`config.mk`:
```
export PLATFORM = sky130hd
export DESIGN_NAME = hbp_port
export DESIGN_NICKNAME = d
export VERILOG_FILES = /design/src/verilog/hbp_pkg.sv /design/src/verilog/hbp_regmem.sv /design/src/verilog/hbp_port.sv
export VERILOG_INCLUDE_DIRS = /design/src /design/src/verilog
export SDC_FILE = /design/constraint.sdc
export NUM_CORES = 1
export LEC_CHECK = 0
export ABC_AREA = 1
export BUFFER_PORTS_ARGS = -buffer_cell sky130_fd_sc_hd__buf_2
export CAP_MARGIN = 20
export CORE_ASPECT_RATIO = 1.2
export CORE_MARGIN = 1
export CORE_UTILIZATION = 55
export CTS_BUF_LIST = sky130_fd_sc_hd__clkbuf_4 sky130_fd_sc_hd__clkbuf_8
export CTS_CLUSTER_SIZE = 20
export DETAILED_ROUTE_END_ITERATION = 8
export GPL_TIMING_DRIVEN = 0
export PLACE_DENSITY_LB_ADDON = 0.12
export SLEW_MARGIN = 20
export SYNTH_ARGS = -nofsm -noshare
export SYNTH_HDL_FRONTEND = slang
export SYNTH_SLANG_ARGS = --single-unit
```
`constraint.sdc`:
```
create_clock -name clk_i -period 3.56 [get_ports clk_i]
set_clock_uncertainty 0.15 [all_clocks]
set_input_delay 0.89 -clock clk_i [delete_from_list [all_inputs] [get_ports clk_i]]
set_output_delay 0.89 -clock clk_i [all_outputs]
set_load 0.005 [all_outputs]
```
`src/verilog/hbp_map.svh`:
```
// Constants for the ISA/EISA host bus port
`ifndef HBP_MAP_SVH
`define HBP_MAP_SVH
`define HBP_ISA_DATA_W      16
`define HBP_EISA_DATA_W     32
`define HBP_ADDR_HI         15
`define HBP_ADDR_LO         2
`define HBP_DECODE_LO       4
`define HBP_BASE_RESET      12'h030
`define HBP_IO_MIN_NS       180
`define HBP_CLK_NS          10
`define HBP_IO_MIN_CYC      ((`HBP_IO_MIN_NS + `HBP_CLK_NS - 1) / `HBP_CLK_NS)
`define HBP_REG_WORDS       16
`define HBP_REG_AW          4
`endif

```
`src/verilog/hbp_pkg.sv`:
```
// Types for the ISA/EISA host bus port
package hbp_pkg;
  typedef enum logic [3:0] {
    HBP_IDLE  = 4'b0001,
    HBP_READ  = 4'b0010,
    HBP_WRITE = 4'b0100,
    HBP_DMA   = 4'b1000
  } hbp_state_t;
endpackage

```
`src/verilog/hbp_regmem.sv`:
```
// Small register store behind the host port, registered read data
`timescale 1ns/1ps
module hbp_regmem #(
  parameter int WORDS = 16,
  parameter int AW    = 4
) (
  input  wire logic          clk_i,
  input  wire logic          we_i,
  input  wire logic [AW-1:0] addr_i,
  input  wire logic [3:0]    be_i,
  input  wire logic [31:0]   wdata_i,
  output logic      [31:0]   rdata_o
);
  logic [31:0] mem [WORDS];

  always_ff @(posedge clk_i) begin
    for (int b = 0; b < 4; b++) begin
      if (we_i && be_i[b]) begin
        mem[addr_i][8*b +: 8] <= wdata_i[8*b +: 8];
      end
    end
  end

  always_ff @(posedge clk_i) begin
    rdata_o <= mem[addr_i];
  end
endmodule

```
`src/verilog/hbp_port.sv`:
```
// Host bus slave port: strobes, lanes, address latch, select, burst DMA
`timescale 1ns/1ps
`include "hbp_map.svh"

// How it works
// - ISA: sixteen-bit path, lanes by two enables
// - EISA: thirty-two-bit slave plus burst DMA
// - I/O accesses long enough, no waits
// - Burst DMA takes one doubleword per clock
// - Wait state request holds off DMA
// - Address latch transparent low, holds after rise
// - AEN latch transparent low, holds after rise
// - Push-pull select on A15..A4 match, AEN low
// - Write data captured on write strobe trailing edge
module hbp_port
  import hbp_pkg::*;
#(
  parameter logic [11:0] BASE_ADDR = `HBP_BASE_RESET,
  parameter int          WORDS     = `HBP_REG_WORDS
) (
  input  wire logic        clk_i,
  input  wire logic        reset_n_i,
  input  wire logic        eisa_mode_i,
  input  wire logic [15:2] register_address_bits_i,
  input  wire logic        aen_i,
  input  wire logic        address_strobe_low_i,
  input  wire logic        read_strobe_low_i,
  input  wire logic        write_strobe_low_i,
  input  wire logic        byte_lane0_enable_low_i,
  input  wire logic        byte_lane1_enable_low_i,
  input  wire logic        byte_lane2_enable_low_i,
  input  wire logic        byte_lane3_enable_low_i,
  input  wire logic [31:0] data_i,
  input  wire logic        dma_req_i,
  input  wire logic        exrdy_i,
  output logic      [31:0] data_o,
  output logic      [3:0]  data_oe_o,
  output logic             local_device_select_low_o,
  output logic             dma_ack_o,
  output logic      [31:0] dma_data_o,
  output logic             dma_valid_o
);
  ////////////////////////////////////////////////////////////////////////////
  // Pin synchronisers; first stage read only by the second
  logic [25:0] sync1;
  logic [25:0] sync2;
  logic [25:0] pins;
  assign pins = {register_address_bits_i, aen_i, address_strobe_low_i, read_strobe_low_i,
                 write_strobe_low_i, byte_lane3_enable_low_i, byte_lane2_enable_low_i,
                 byte_lane1_enable_low_i, byte_lane0_enable_low_i, dma_req_i, exrdy_i,
                 eisa_mode_i, 1'b0};
  // Reset to the idle pin levels so no false strobe edge follows reset
  always_ff @(posedge clk_i or negedge reset_n_i) begin
    if (!reset_n_i) begin
      sync1 <= 26'h0000ff4;
      sync2 <= 26'h0000ff4;
    end else begin
      sync1 <= pins;
      sync2 <= sync1;
    end
  end

  // Data pins cross the same two stages so they stay aligned with the strobes
  logic [31:0] data_sync1;
  logic [31:0] s_data;
  always_ff @(posedge clk_i or negedge reset_n_i) begin
    if (!reset_n_i) begin
      data_sync1 <= 32'h0;
      s_data     <= 32'h0;
    end else begin
      data_sync1 <= data_i;
      s_data     <= data_sync1;
    end
  end

  logic [15:2] s_addr;
  logic        s_aen, s_ads_n, s_rd_n, s_wr_n, s_req, s_rdy, s_eisa;
  logic [3:0]  s_be_n;
  assign s_addr  = sync2[25:12];
  assign s_aen   = sync2[11];
  assign s_ads_n = sync2[10];
  assign s_rd_n  = sync2[9];
  assign s_wr_n  = sync2[8];
  assign s_be_n  = sync2[7:4];
  assign s_req   = sync2[3];
  assign s_rdy   = sync2[2];
  assign s_eisa  = sync2[1];

  ////////////////////////////////////////////////////////////////////////////
  // Address, AEN and byte-enable latches
  logic        ads_d, rd_d, wr_d;
  logic [15:2] lat_addr;
  logic        lat_aen;
  logic [3:0]  lat_be_n;
  logic        aen_eff;
  logic [3:0]  be_eff;

  always_ff @(posedge clk_i or negedge reset_n_i) begin
    if (!reset_n_i) begin
      ads_d <= 1'b1;
      rd_d  <= 1'b1;
      wr_d  <= 1'b1;
    end else begin
      ads_d <= s_ads_n;
      rd_d  <= s_rd_n;
      wr_d  <= s_wr_n;
    end
  end

  always_ff @(posedge clk_i or negedge reset_n_i) begin
    if (!reset_n_i) begin
      lat_addr <= 14'h0;
      lat_aen  <= 1'b1;
      lat_be_n <= 4'hf;
    end else if (!s_ads_n) begin
      lat_addr <= s_addr;
      lat_aen  <= s_aen;
      lat_be_n <= s_be_n;
    end
  end

  // ISA ties the address strobe low, so the latch stays open there
  assign aen_eff = s_ads_n ? lat_aen : s_aen;

  function automatic logic [3:0] lanes(input logic eisa, input logic [3:0] be_n);
    lanes = eisa ? ~be_n : {2'b00, ~be_n[1:0]};
  endfunction
  assign be_eff = lanes(s_eisa, s_ads_n ? lat_be_n : s_be_n);

  ////////////////////////////////////////////////////////////////////////////
  // Device select
  logic decode_hit;
  assign decode_hit = (lat_addr[15:4] == BASE_ADDR) && !aen_eff;
  always_ff @(posedge clk_i or negedge reset_n_i) begin
    if (!reset_n_i) begin
      local_device_select_low_o <= 1'b1;
    end else begin
      local_device_select_low_o <= !decode_hit;
    end
  end

  ////////////////////////////////////////////////////////////////////////////
  // Access sequencing
  hbp_state_t state;
  logic       rd_fall, wr_rise;
  logic       mem_we;
  logic [31:0] mem_rdata;
  logic [`HBP_REG_AW-1:0] mem_addr;
  logic [`HBP_REG_AW-1:0] dma_ptr;
  assign rd_fall = rd_d && !s_rd_n;
  assign wr_rise = !wr_d && s_wr_n;

  always_ff @(posedge clk_i or negedge reset_n_i) begin
    if (!reset_n_i) begin
      state <= HBP_IDLE;
    end else begin
      case (state)
        HBP_IDLE: begin
          if (s_req && s_eisa && s_rd_n && s_wr_n) begin
            state <= HBP_DMA;
          end else if (rd_fall && decode_hit) begin
            state <= HBP_READ;
          end else if (!s_wr_n && decode_hit) begin
            state <= HBP_WRITE;
          end
        end
        HBP_READ:  if (s_rd_n) state <= HBP_IDLE;
        HBP_WRITE: if (s_wr_n) state <= HBP_IDLE;
        HBP_DMA:   if (!s_req) state <= HBP_IDLE;
        default:   state <= HBP_IDLE;
      endcase
    end
  end

  // Strobe-timed accesses need no wait states
  assign mem_we   = (state == HBP_WRITE && wr_rise) || (state == HBP_DMA && s_rdy);
  assign mem_addr = (state == HBP_DMA) ? dma_ptr : lat_addr[`HBP_REG_AW+1:2];

  hbp_regmem #(.WORDS(WORDS), .AW(`HBP_REG_AW)) u_mem (
    .clk_i   (clk_i),
    .we_i    (mem_we),
    .addr_i  (mem_addr),
    .be_i    ((state == HBP_DMA) ? 4'hf : be_eff),
    .wdata_i (s_data),
    .rdata_o (mem_rdata)
  );

  always_ff @(posedge clk_i or negedge reset_n_i) begin
    if (!reset_n_i) begin
      dma_ptr <= '0;
    end else if (state != HBP_DMA) begin
      dma_ptr <= '0;
    end else if (s_rdy) begin
      dma_ptr <= dma_ptr + 1'b1;
    end
  end

  always_ff @(posedge clk_i or negedge reset_n_i) begin
    if (!reset_n_i) begin
      dma_ack_o   <= 1'b0;
      dma_valid_o <= 1'b0;
      dma_data_o  <= 32'h0;
    end else begin
      dma_ack_o   <= (state == HBP_DMA);
      dma_valid_o <= (state == HBP_DMA) && s_rdy;
      dma_data_o  <= s_data;
    end
  end

  always_ff @(posedge clk_i or negedge reset_n_i) begin
    if (!reset_n_i) begin
      data_o    <= 32'h0;
      data_oe_o <= 4'h0;
    end else begin
      data_o    <= mem_rdata;
      data_oe_o <= (state == HBP_READ && !s_rd_n) ? be_eff : 4'h0;
    end
  end

  ////////////////////////////////////////////////////////////////////////////
  // Assertions
  a_isa_upper_idle: assert property (@(posedge clk_i) disable iff (!reset_n_i)
    !s_eisa |-> data_oe_o[3:2] == 2'b00) else $error("ISA drove upper lanes");
  a_select_decode: assert property (@(posedge clk_i) disable iff (!reset_n_i)
    lat_addr[15:4] != BASE_ADDR |=> local_device_select_low_o) else $error("Select off base");
  a_aen_blocks: assert property (@(posedge clk_i) disable iff (!reset_n_i)
    s_ads_n && lat_aen |=> local_device_select_low_o) else $error("Select with AEN high");
  a_addr_hold: assert property (@(posedge clk_i) disable iff (!reset_n_i)
    s_ads_n && $past(s_ads_n) |-> $stable(lat_addr)) else $error("Address changed");
  a_dma_rate: assert property (@(posedge clk_i) disable iff (!reset_n_i)
    state == HBP_DMA && s_rdy |=> dma_valid_o) else $error("Missed DMA word");
  a_dma_wait: assert property (@(posedge clk_i) disable iff (!reset_n_i)
    state == HBP_DMA && !s_rdy |=> !dma_valid_o && $stable(dma_ptr)) else $error("DMA ran");
  a_write_edge: assert property (@(posedge clk_i) disable iff (!reset_n_i)
    state == HBP_WRITE && mem_we |-> s_wr_n && !wr_d) else $error("Write off edge");
  a_read_lanes: assert property (@(posedge clk_i) disable iff (!reset_n_i)
    state == HBP_READ && !s_rd_n |=> data_oe_o == $past(be_eff)) else $error("Bad lanes");
  c_read:  cover property (@(posedge clk_i) state == HBP_READ);
  c_write: cover property (@(posedge clk_i) state == HBP_WRITE ##1 state == HBP_IDLE);
  c_dma:   cover property (@(posedge clk_i) dma_valid_o [*3]);
endmodule

```
==> results of run 1 <==
## cell families (layout without fill, tap and decap cells)
family,after synthesis,in the layout,synth area share (%)
compound gates,17,17,0.367
simple gates,1568,1568,22.2
flops,758,758,73.9
buf+inv,229,573,3.44
other cells,0,1,0
xor+xnor,1,1,0.0302
fa+ha+maj,1,1,0.0432
## area by class of cell
class | count | share of cell area, %
Inverter | 86 | 0.970
Clock buffer | 181 | 6.66
Clock inverter | 31 | 1.18
Buffer | 143 | 2.03
Tap cell | 697 | 2.62
Multi-Input combinational cell | 1587 | 20.0
Timing Repair Buffer | 132 | 2.17
Antenna cell | 1 | 0.00752
Sequential cell | 758 | 64.3
## per-layer routing
layer / share of wire (%) / vias to the layer above / wire (µm) / global-route usage, %
met5: 0.018 / - / 13 / 0
met2: 47 / 928 / 35200 / 46.3
met1: 39 / 9368 / 28600 / 35.8
met4: 5.6 / 2 / 4140 / 16.1
met3: 8.5 / 222 / 6330 / 5.89
li1: - / 9023 / - / -
## power by group through the flow
stage	clock network, mW	logic, mW	registers (mW)
2_1_floorplan	0	1.07	10.0
3_3_place_gp	0	1.80	10.1
3_5_place_dp	0	1.83	10.1
4_1_cts	8.03	1.84	9.92
5_1_grt	8.38	2.06	9.95
6_report	7.91	1.85	9.92
## state kept, by name (all words and copies together) (netlist names), 25 cells and up
| register | flops |
|---|---|
| sync1 | 25 |
| u_mem.rdata_o | 32 |
| data_sync1 | 32 |
| u_mem.mem | 512 |
| dma_data_o | 32 |
| data_o | 32 |
| sync2 | 25 |
| s_data | 32 |
## worst min-delay path by stage
stage / endpoint / slack, ns
2_1_floorplan: data_o[0] / 0.17
3_3_place_gp: data_o[28] / 0.17
3_5_place_dp: data_o[16] / 0.17
4_1_cts: sync1[11] / 0.06
5_1_grt: sync1[6] / 0.08
6_report: sync1[6] / 0.11
## timing repair
| action | 4_1_cts | 5_1_grt |
|---|---|---|
| hold buffers | 1 | 0 |
| setup endpoints to repair | 128 | 275 |
| gates resized for setup | 16 | 20 |
| endpoints found under the hold margin | 44 | 0 |
| cloned | 0 | 0 |
## worst reg2reg max path, delay by kind of cell, from the launching register on
kind            cells  cell delay (ns)
compound gates      1             0.35
buf+inv             3             0.67
flops               1             0.40
simple gates        5             1.66
## per-stage QoR
stage / instances / area, µm² / setup WS (ns)
after floorplan: 2574 / 29000 / 1.16
after global placement: 3400 / 30500 / -1.96
after detailed placement: 3402 / 30500 / -0.202
after CTS: 3615 / 33200 / -0.00125
after global routing: 3616 / 33300 / -0.171
final: 3616 / 33300 / -0.0811
## cells in the mapped netlist (3+ instances only)
cell	n
sky130_fd_sc_hd__nand2_1	1109
sky130_fd_sc_hd__dfrtp_1	187
sky130_fd_sc_hd__o21ai_2	3
sky130_fd_sc_hd__o21ai_0	10
sky130_fd_sc_hd__dfxtp_1	32
sky130_fd_sc_hd__nor2_1	79
sky130_fd_sc_hd__inv_2	4
sky130_fd_sc_hd__nor2_4	7
sky130_fd_sc_hd__buf_4	5
sky130_fd_sc_hd__dfstp_2	27
sky130_fd_sc_hd__buf_1	7
sky130_fd_sc_hd__buf_2	95
sky130_fd_sc_hd__clkbuf_1	36
sky130_fd_sc_hd__nand3_1	358
sky130_fd_sc_hd__nand4_1	4
sky130_fd_sc_hd__edfxtp_1	512
sky130_fd_sc_hd__nor2_2	3
sky130_fd_sc_hd__inv_1	80
==> flow_metrics.py, run 1 <==
metrics = {
    "power_and_ir_drop": {
        "internal_power_mw": 14.9,
        "total_net_switching_power_mw": 4.80,
        "clock_power_share_pct": 40.2,
        "power_per_cell_area_mw_per_mm2": 592,
        "irDropWorstVdd_v": 0.000471,
        "lkg_pwr_nw": 14.4,
        "pwr-share-seq_pct": 50.4,
        "design_power_total_mw": 19.7,
        "comb_power_share_pct": 9.4,
        "netSwitchingFraction_pct": 24.4,
    },
    "worst_setup_path": {
        "critPathBufInv": 3,
        "cp-end-kind": "flop",
        "slowest_delay_ns": 0.89,
        "startpoint": "state[1]",
        "timing.setup.critical_path_class": "reg -> reg",
        "worstPathArrival_ns": 3.82,
        "r2r_cells": 9,
        "r2r_endpoint": "u_mem.mem[5][27]",
        "setup.reg_to_reg.worst_slack_ns": -0.08,
        "worst_ep_required_time_ns": 3.74,
        "crit_path_cell_trace": "nor2_4 > nand2_4 > o21ai_2 > inv_2 > buf_2 > buf_2 > nor2_4 > nand2_1 > nor2_1",
        "timing.critical_path.max_delay_family": "simple AND/OR/NAND/NOR gates",
        "setup.worst_path.end": "u_mem.mem[5][27]",
        "worst_r2r_startpoint": "state[1]",
        "crit_path_start_kind": "flop",
        "worst_path_max_delay_cell": "sky130_fd_sc_hd__nor2_1",
        "critical_path_cell_count": 9,
        "highest_net_fanout_along_the_worst_path": 10,
    },
    "timing": {
        "whs_ns": 0.107,
        "finalSetupViolCount": 14,
        "post-route-period-util_pct": 102,
        "grt_setup_unrepaired": "true",
        "worstMarginPinSlew_ns": 1.04,
        "post-route-worst-setup-slack_ns": -0.0811,
        "achievable-frequency_mhz": 275,
        "report.final.hold_viol_count": 0,
        "slew_violations": 0,
        "setup_tns_ns": -0.638,
        "worst_slew_margin_rel_pct": 30.5,
        "layout_min_cycle_time_ns": 3.64,
    },
    "routing": {
        "route.detailed.vias_per_inst": 5.40,
        "antenna_viol_nets_final": 0,
        "postRouteWirelength_um": 74200,
        "wl_per_cell_um": 20.5,
        "dr_total_vias": 19543,
        "drt_iter0_markers": 1940,
        "drc": 0,
        "drt_first_pass_iters": 7,
    },
    "grt": {
        "wire_length_of_the_first_global_routing_pass_um": 112000,
        "first_global_vias": 19277,
        "grt_antenna_before_repair": 2,
        "grt_start_max_net_pins": 108,
        "grt_remaining_overflow": 0,
        "grt_use_total_pct": 28.5,
    },
    "clock_tree": {
        "cts_made_buffers": 113,
        "cts-root-to-sink-buffers": 3,
        "clock_sink_count": 758,
        "clock_tree.htree_level_count": 3,
        "clk_pin_slew_ns": 0.06,
        "postCtsSetupBuffers": 0,
        "cts_tree": "done",
        "clock_root_buffer": "sky130_fd_sc_hd__clkbuf_8",
        "worst_skew_pair.late_latency_ns": 0.73,
    },
    "place": {
        "port_buffers": 129,
        "place.detailed.hpwl_um": 49300,
        "place_congestion": 0.902,
    },
    "status": {
        "outcome": "complete, but fails checks",
        "violated_checks": "negative setup slack",
    },
    "synthesis": {
        "seq_area_frac_synth_pct": 73.9,
        "synth.net_count": 2634,
        "average_cell_area_after_synthesis_um2": 11.3,
        "synth_top_cell_area_share_pct": 53.1,
        "async_flop_share_pct": 28.2,
        "synth_top_area_cell": "sky130_fd_sc_hd__edfxtp_1",
        "post_synthesis_cell_area_mm2": 0.0290,
        "syn-instance-count": 2574,
        "dominantRegCellSynth": "sky130_fd_sc_hd__edfxtp_1",
        "synth-seq-cells": 758,
        "edff_count_synth": 512,
        "post_synth_main_area_contributors": "sky130_fd_sc_hd__edfxtp_1, sky130_fd_sc_hd__dfrtp_1, sky130_fd_sc_hd__nand2_1, sky130_fd_sc_hd__nand3_1, sky130_fd_sc_hd__dfstp_2",
        "synth_warnings": 0,
        "synth.lib_cells_used.distinct": 30,
    },
    "floorplan": {
        "floorplan.core_area_mm2": 0.0517,
        "floorplan.die.height_um": 253,
        "floorplan.die.width_um": 211,
        "die_area_mm2": 0.0536,
        "num_io_pins": 130,
        "start_util_pct": 56.0,
        "num_rows": 91,
    },
    "run": {
        "timing.max_cap.violations": 0,
    },
    "final_layout": {
        "multi_input_area_mm2": 0.00667,
        "post-route-util_pct": 64.4,
        "final_net_count": 2881,
        "layout_commonest_cell": "sky130_fd_sc_hd__nand2_1",
        "sequential_cell_area_mm2": 0.0214,
        "fill_cells": 4015,
        "drive_above_1_share_pct": 17.6,
        "syn_to_final_growth_pct": 14.9,
        "most-common-layout-cells": "sky130_fd_sc_hd__nand2_1, sky130_fd_sc_hd__edfxtp_1, sky130_fd_sc_hd__nand3_1",
    },
    "hold_path": {
        "startpoint_of_the_worst_hold_path": "byte_lane2_enable_low_i",
        "hold_class": "in -> reg",
        "min_path_cells": 1,
    },
}
No activity file was read; power rests on OpenSTA's default activity.
==> inputs of run 2 (changes only) <==
==> constraint.sdc (replaced) <==
create_clock -name clk_i -period 3.65 [get_ports clk_i]
set_clock_uncertainty 0.15 [all_clocks]
set_input_delay 0.9125 -clock clk_i [delete_from_list [all_inputs] [get_ports clk_i]]
set_output_delay 0.9125 -clock clk_i [all_outputs]
set_load 0.005 [all_outputs]
==> run 2 against run 1 <==
Effect of this change:
- count of clock-buffer cells in the layout did not move
- clock power down 2.5%
- largest power group unchanged
- total power decreased by 2.5%
- wire length is 0.10% higher
- the flow still finishes with violations (negative setup slack)
- die area stayed put
- final cell count about the same
- worst setup slack better by 0.064 ns
==> flow_metrics.py, run 2 (same netlist as run 1, synthesis figures left out) <==
metrics = {
    "run": {
        "timing.max_cap.violations": 0,
    },
    "final_layout": {
        "most-common-layout-cells": "sky130_fd_sc_hd__nand2_1, sky130_fd_sc_hd__edfxtp_1, sky130_fd_sc_hd__nand3_1",
        "multi_input_area_mm2": 0.00666,
        "final_design_area_no_fill_mm2": 0.0333,
        "finish.cell_count_without_fillers": 3617,
        "syn_to_final_growth_pct": 14.9,
        "largest-register": "u_mem.mem",
        "sequential_cell_area_mm2": 0.0214,
        "fill_cells": 4024,
        "drive_above_1_share_pct": 17.6,
        "largest_reg_flops": 512,
        "layout_commonest_cell": "sky130_fd_sc_hd__nand2_1",
        "final_net_count": 2882,
    },
    "grt": {
        "grt_use_total_pct": 28.5,
        "grt_most_used_layer": "met2",
        "wire_length_of_the_first_global_routing_pass_um": 112000,
        "grt_remaining_overflow": 0,
        "gr-usage-met2_pct": 46.2,
        "first_global_vias": 19253,
        "global_route.usage.met1_pct": 36.0,
        "grt_antenna_before_repair": 2,
        "grt_start_max_net_pins": 108,
        "global_route_met3_utilization_pct": 5.75,
    },
    "clock_tree": {
        "clk_pin_slew_ns": 0.06,
        "clock_tree.htree_level_count": 3,
        "worst_skew_pair.late_latency_ns": 0.73,
        "clock_sink_count": 758,
        "postCtsSetupBuffers": 0,
        "cts_tree": "done",
        "clock_root_buffer": "sky130_fd_sc_hd__clkbuf_8",
        "cts-root-to-sink-buffers": 3,
        "cts_made_buffers": 113,
    },
    "status": {
        "outcome": "complete, but fails checks",
        "violated_checks": "negative setup slack",
    },
    "floorplan": {
        "floorplan.core_area_mm2": 0.0517,
        "die_area_mm2": 0.0536,
        "start_util_pct": 56.0,
        "floorplan.die.width_um": 211,
        "num_io_pins": 130,
        "floorplan.die.height_um": 253,
        "num_rows": 91,
    },
    "routing": {
        "drt_iter0_markers": 1952,
        "wl_per_cell_um": 20.5,
        "route.detailed.vias_per_inst": 5.42,
        "drc": 0,
        "postRouteWirelength_um": 74300,
        "dr_total_vias": 19614,
        "antenna_viol_nets_final": 0,
        "drt_first_pass_iters": 8,
    },
    "worst_setup_path": {
        "cp-end-kind": "flop",
        "highest_net_fanout_along_the_worst_path": 10,
        "crit_path_start_kind": "flop",
        "r2r_cells": 9,
        "timing.setup.critical_path_class": "reg -> reg",
        "worst_ep_required_time_ns": 3.84,
        "r2r_endpoint": "u_mem.mem[7][7]",
        "setup.worst_path.end": "u_mem.mem[7][7]",
        "startpoint": "state[0]",
        "setup.reg_to_reg.worst_slack_ns": -0.02,
        "worstPathArrival_ns": 3.86,
        "worst_r2r_startpoint": "state[0]",
    },
    "timing": {
        "grt_setup_unrepaired": "true",
        "report.final.hold_viol_count": 0,
        "post-route-period-util_pct": 100,
        "post-route-worst-setup-slack_ns": -0.0172,
        "finalSetupViolCount": 8,
        "worstMarginPinSlew_ns": 1.10,
        "worst_slew_margin_rel_pct": 26.4,
        "layout_min_cycle_time_ns": 3.67,
        "achievable-frequency_mhz": 273,
        "slew_violations": 0,
    },
    "power_and_ir_drop": {
        "internal_power_mw": 14.5,
        "lkg_pwr_nw": 14.4,
        "netSwitchingFraction_pct": 24.4,
        "pwr-share-seq_pct": 50.4,
        "power_per_cell_area_mw_per_mm2": 577,
        "clock_power_share_pct": 40.2,
        "comb_power_share_pct": 9.4,
        "irDropWorstVdd_v": 0.000458,
        "total_net_switching_power_mw": 4.68,
    },
    "place": {
        "place_inst": 3402,
        "place.detailed.hpwl_um": 49300,
        "port_buffers": 129,
        "placed_area_mm2": 0.0305,
        "place_congestion": 0.902,
    },
    "hold_path": {
        "hold_class": "in -> reg",
    },
}
-- run 2: changes by cell type in the layout (fill, tap and decap cells not counted) --
cell                      before   now
sky130_fd_sc_hd__nand2_2       2     1
sky130_fd_sc_hd__buf_4         5     6
sky130_fd_sc_hd__nor2_4       14    12
sky130_fd_sc_hd__nand2_1    1108  1109
sky130_fd_sc_hd__nor2_2       25    28
sky130_fd_sc_hd__nor2_1       50    49
-- run 2: worst max-delay path: stages, from the launching register on --
cell,delay (ns)
sky130_fd_sc_hd__dfstp_2,0.56
sky130_fd_sc_hd__nor2_4,0.06
sky130_fd_sc_hd__nand3_1,0.07
sky130_fd_sc_hd__buf_2,0.33
sky130_fd_sc_hd__nand2_2,0.16
sky130_fd_sc_hd__buf_4,0.27
sky130_fd_sc_hd__buf_4,0.23
sky130_fd_sc_hd__nor2_2,0.26
sky130_fd_sc_hd__nand2_1,0.27
sky130_fd_sc_hd__nor2_1,0.91
-- run 2: what timing repair did --
action                                  4_1_cts  5_1_grt
pin swaps                                     0        0
hold endpoints to repair                     44        0
endpoints found under the setup margin       40      214
hold buffers                                  1        0
resized for setup                             5       29
-- run 2: final cells by class --
| type | count | area share [%] |
|---|---|---|
| Clock buffer | 181 | 6.66 |
| Inverter | 86 | 0.970 |
| Sequential cell | 758 | 64.3 |
| Antenna cell | 1 | 0.00752 |
| Clock inverter | 31 | 1.18 |
| Multi-Input combinational cell | 1587 | 20.0 |
| Tap cell | 697 | 2.62 |
| Buffer | 143 | 2.03 |
| Timing Repair Buffer | 133 | 2.19 |
-- run 2: worst min path at each step --
stage                                  startpoint    endpoint  cells past startpoint
after floorplan                  u_mem.rdata_o[0]   data_o[0]                      0
after global placement          u_mem.rdata_o[28]  data_o[28]                      0
after detailed placement        u_mem.rdata_o[16]  data_o[16]                      0
after CTS                                   aen_i   sync1[11]                      1
after global routing      byte_lane2_enable_low_i    sync1[6]                      1
final                     byte_lane2_enable_low_i    sync1[6]                      1
-- run 2: power by group through the flow --
stage | Clock [mW] | Sequential [mW] | Combinational (mW)
6_report | 7.71 | 9.67 | 1.81
5_1_grt | 8.17 | 9.70 | 2.01
3_5_place_dp | 0 | 9.85 | 1.78
4_1_cts | 7.83 | 9.68 | 1.79
3_3_place_gp | 0 | 9.84 | 1.75
2_1_floorplan | 0 | 9.80 | 1.04
-- run 2: metal layers --
layer,share of wire (%),wire length [µm],vias up
met5,0.017,13,-
met4,5.0,3680,2
met3,8.1,6020,207
met2,48,35800,885
met1,39,28800,9494
li1,-,-,9026
-- run 2: per-stage QoR --
stage          worst slack [ns]  power (mW)  utilization (%)  hold WS [ns]  setup TNS, ns
2_1_floorplan              1.25        10.8                -         0.166              0
3_3_place_gp              -1.90        11.6             59.0         0.167        -360.10
3_5_place_dp             -0.112        11.6             59.1         0.170          -2.66
4_1_cts                 0.00417        19.3             64.2        0.0776              0
5_1_grt                -0.00690        19.9             64.4         0.107       -0.00690
6_report                -0.0172        19.2             64.4         0.128         -0.113
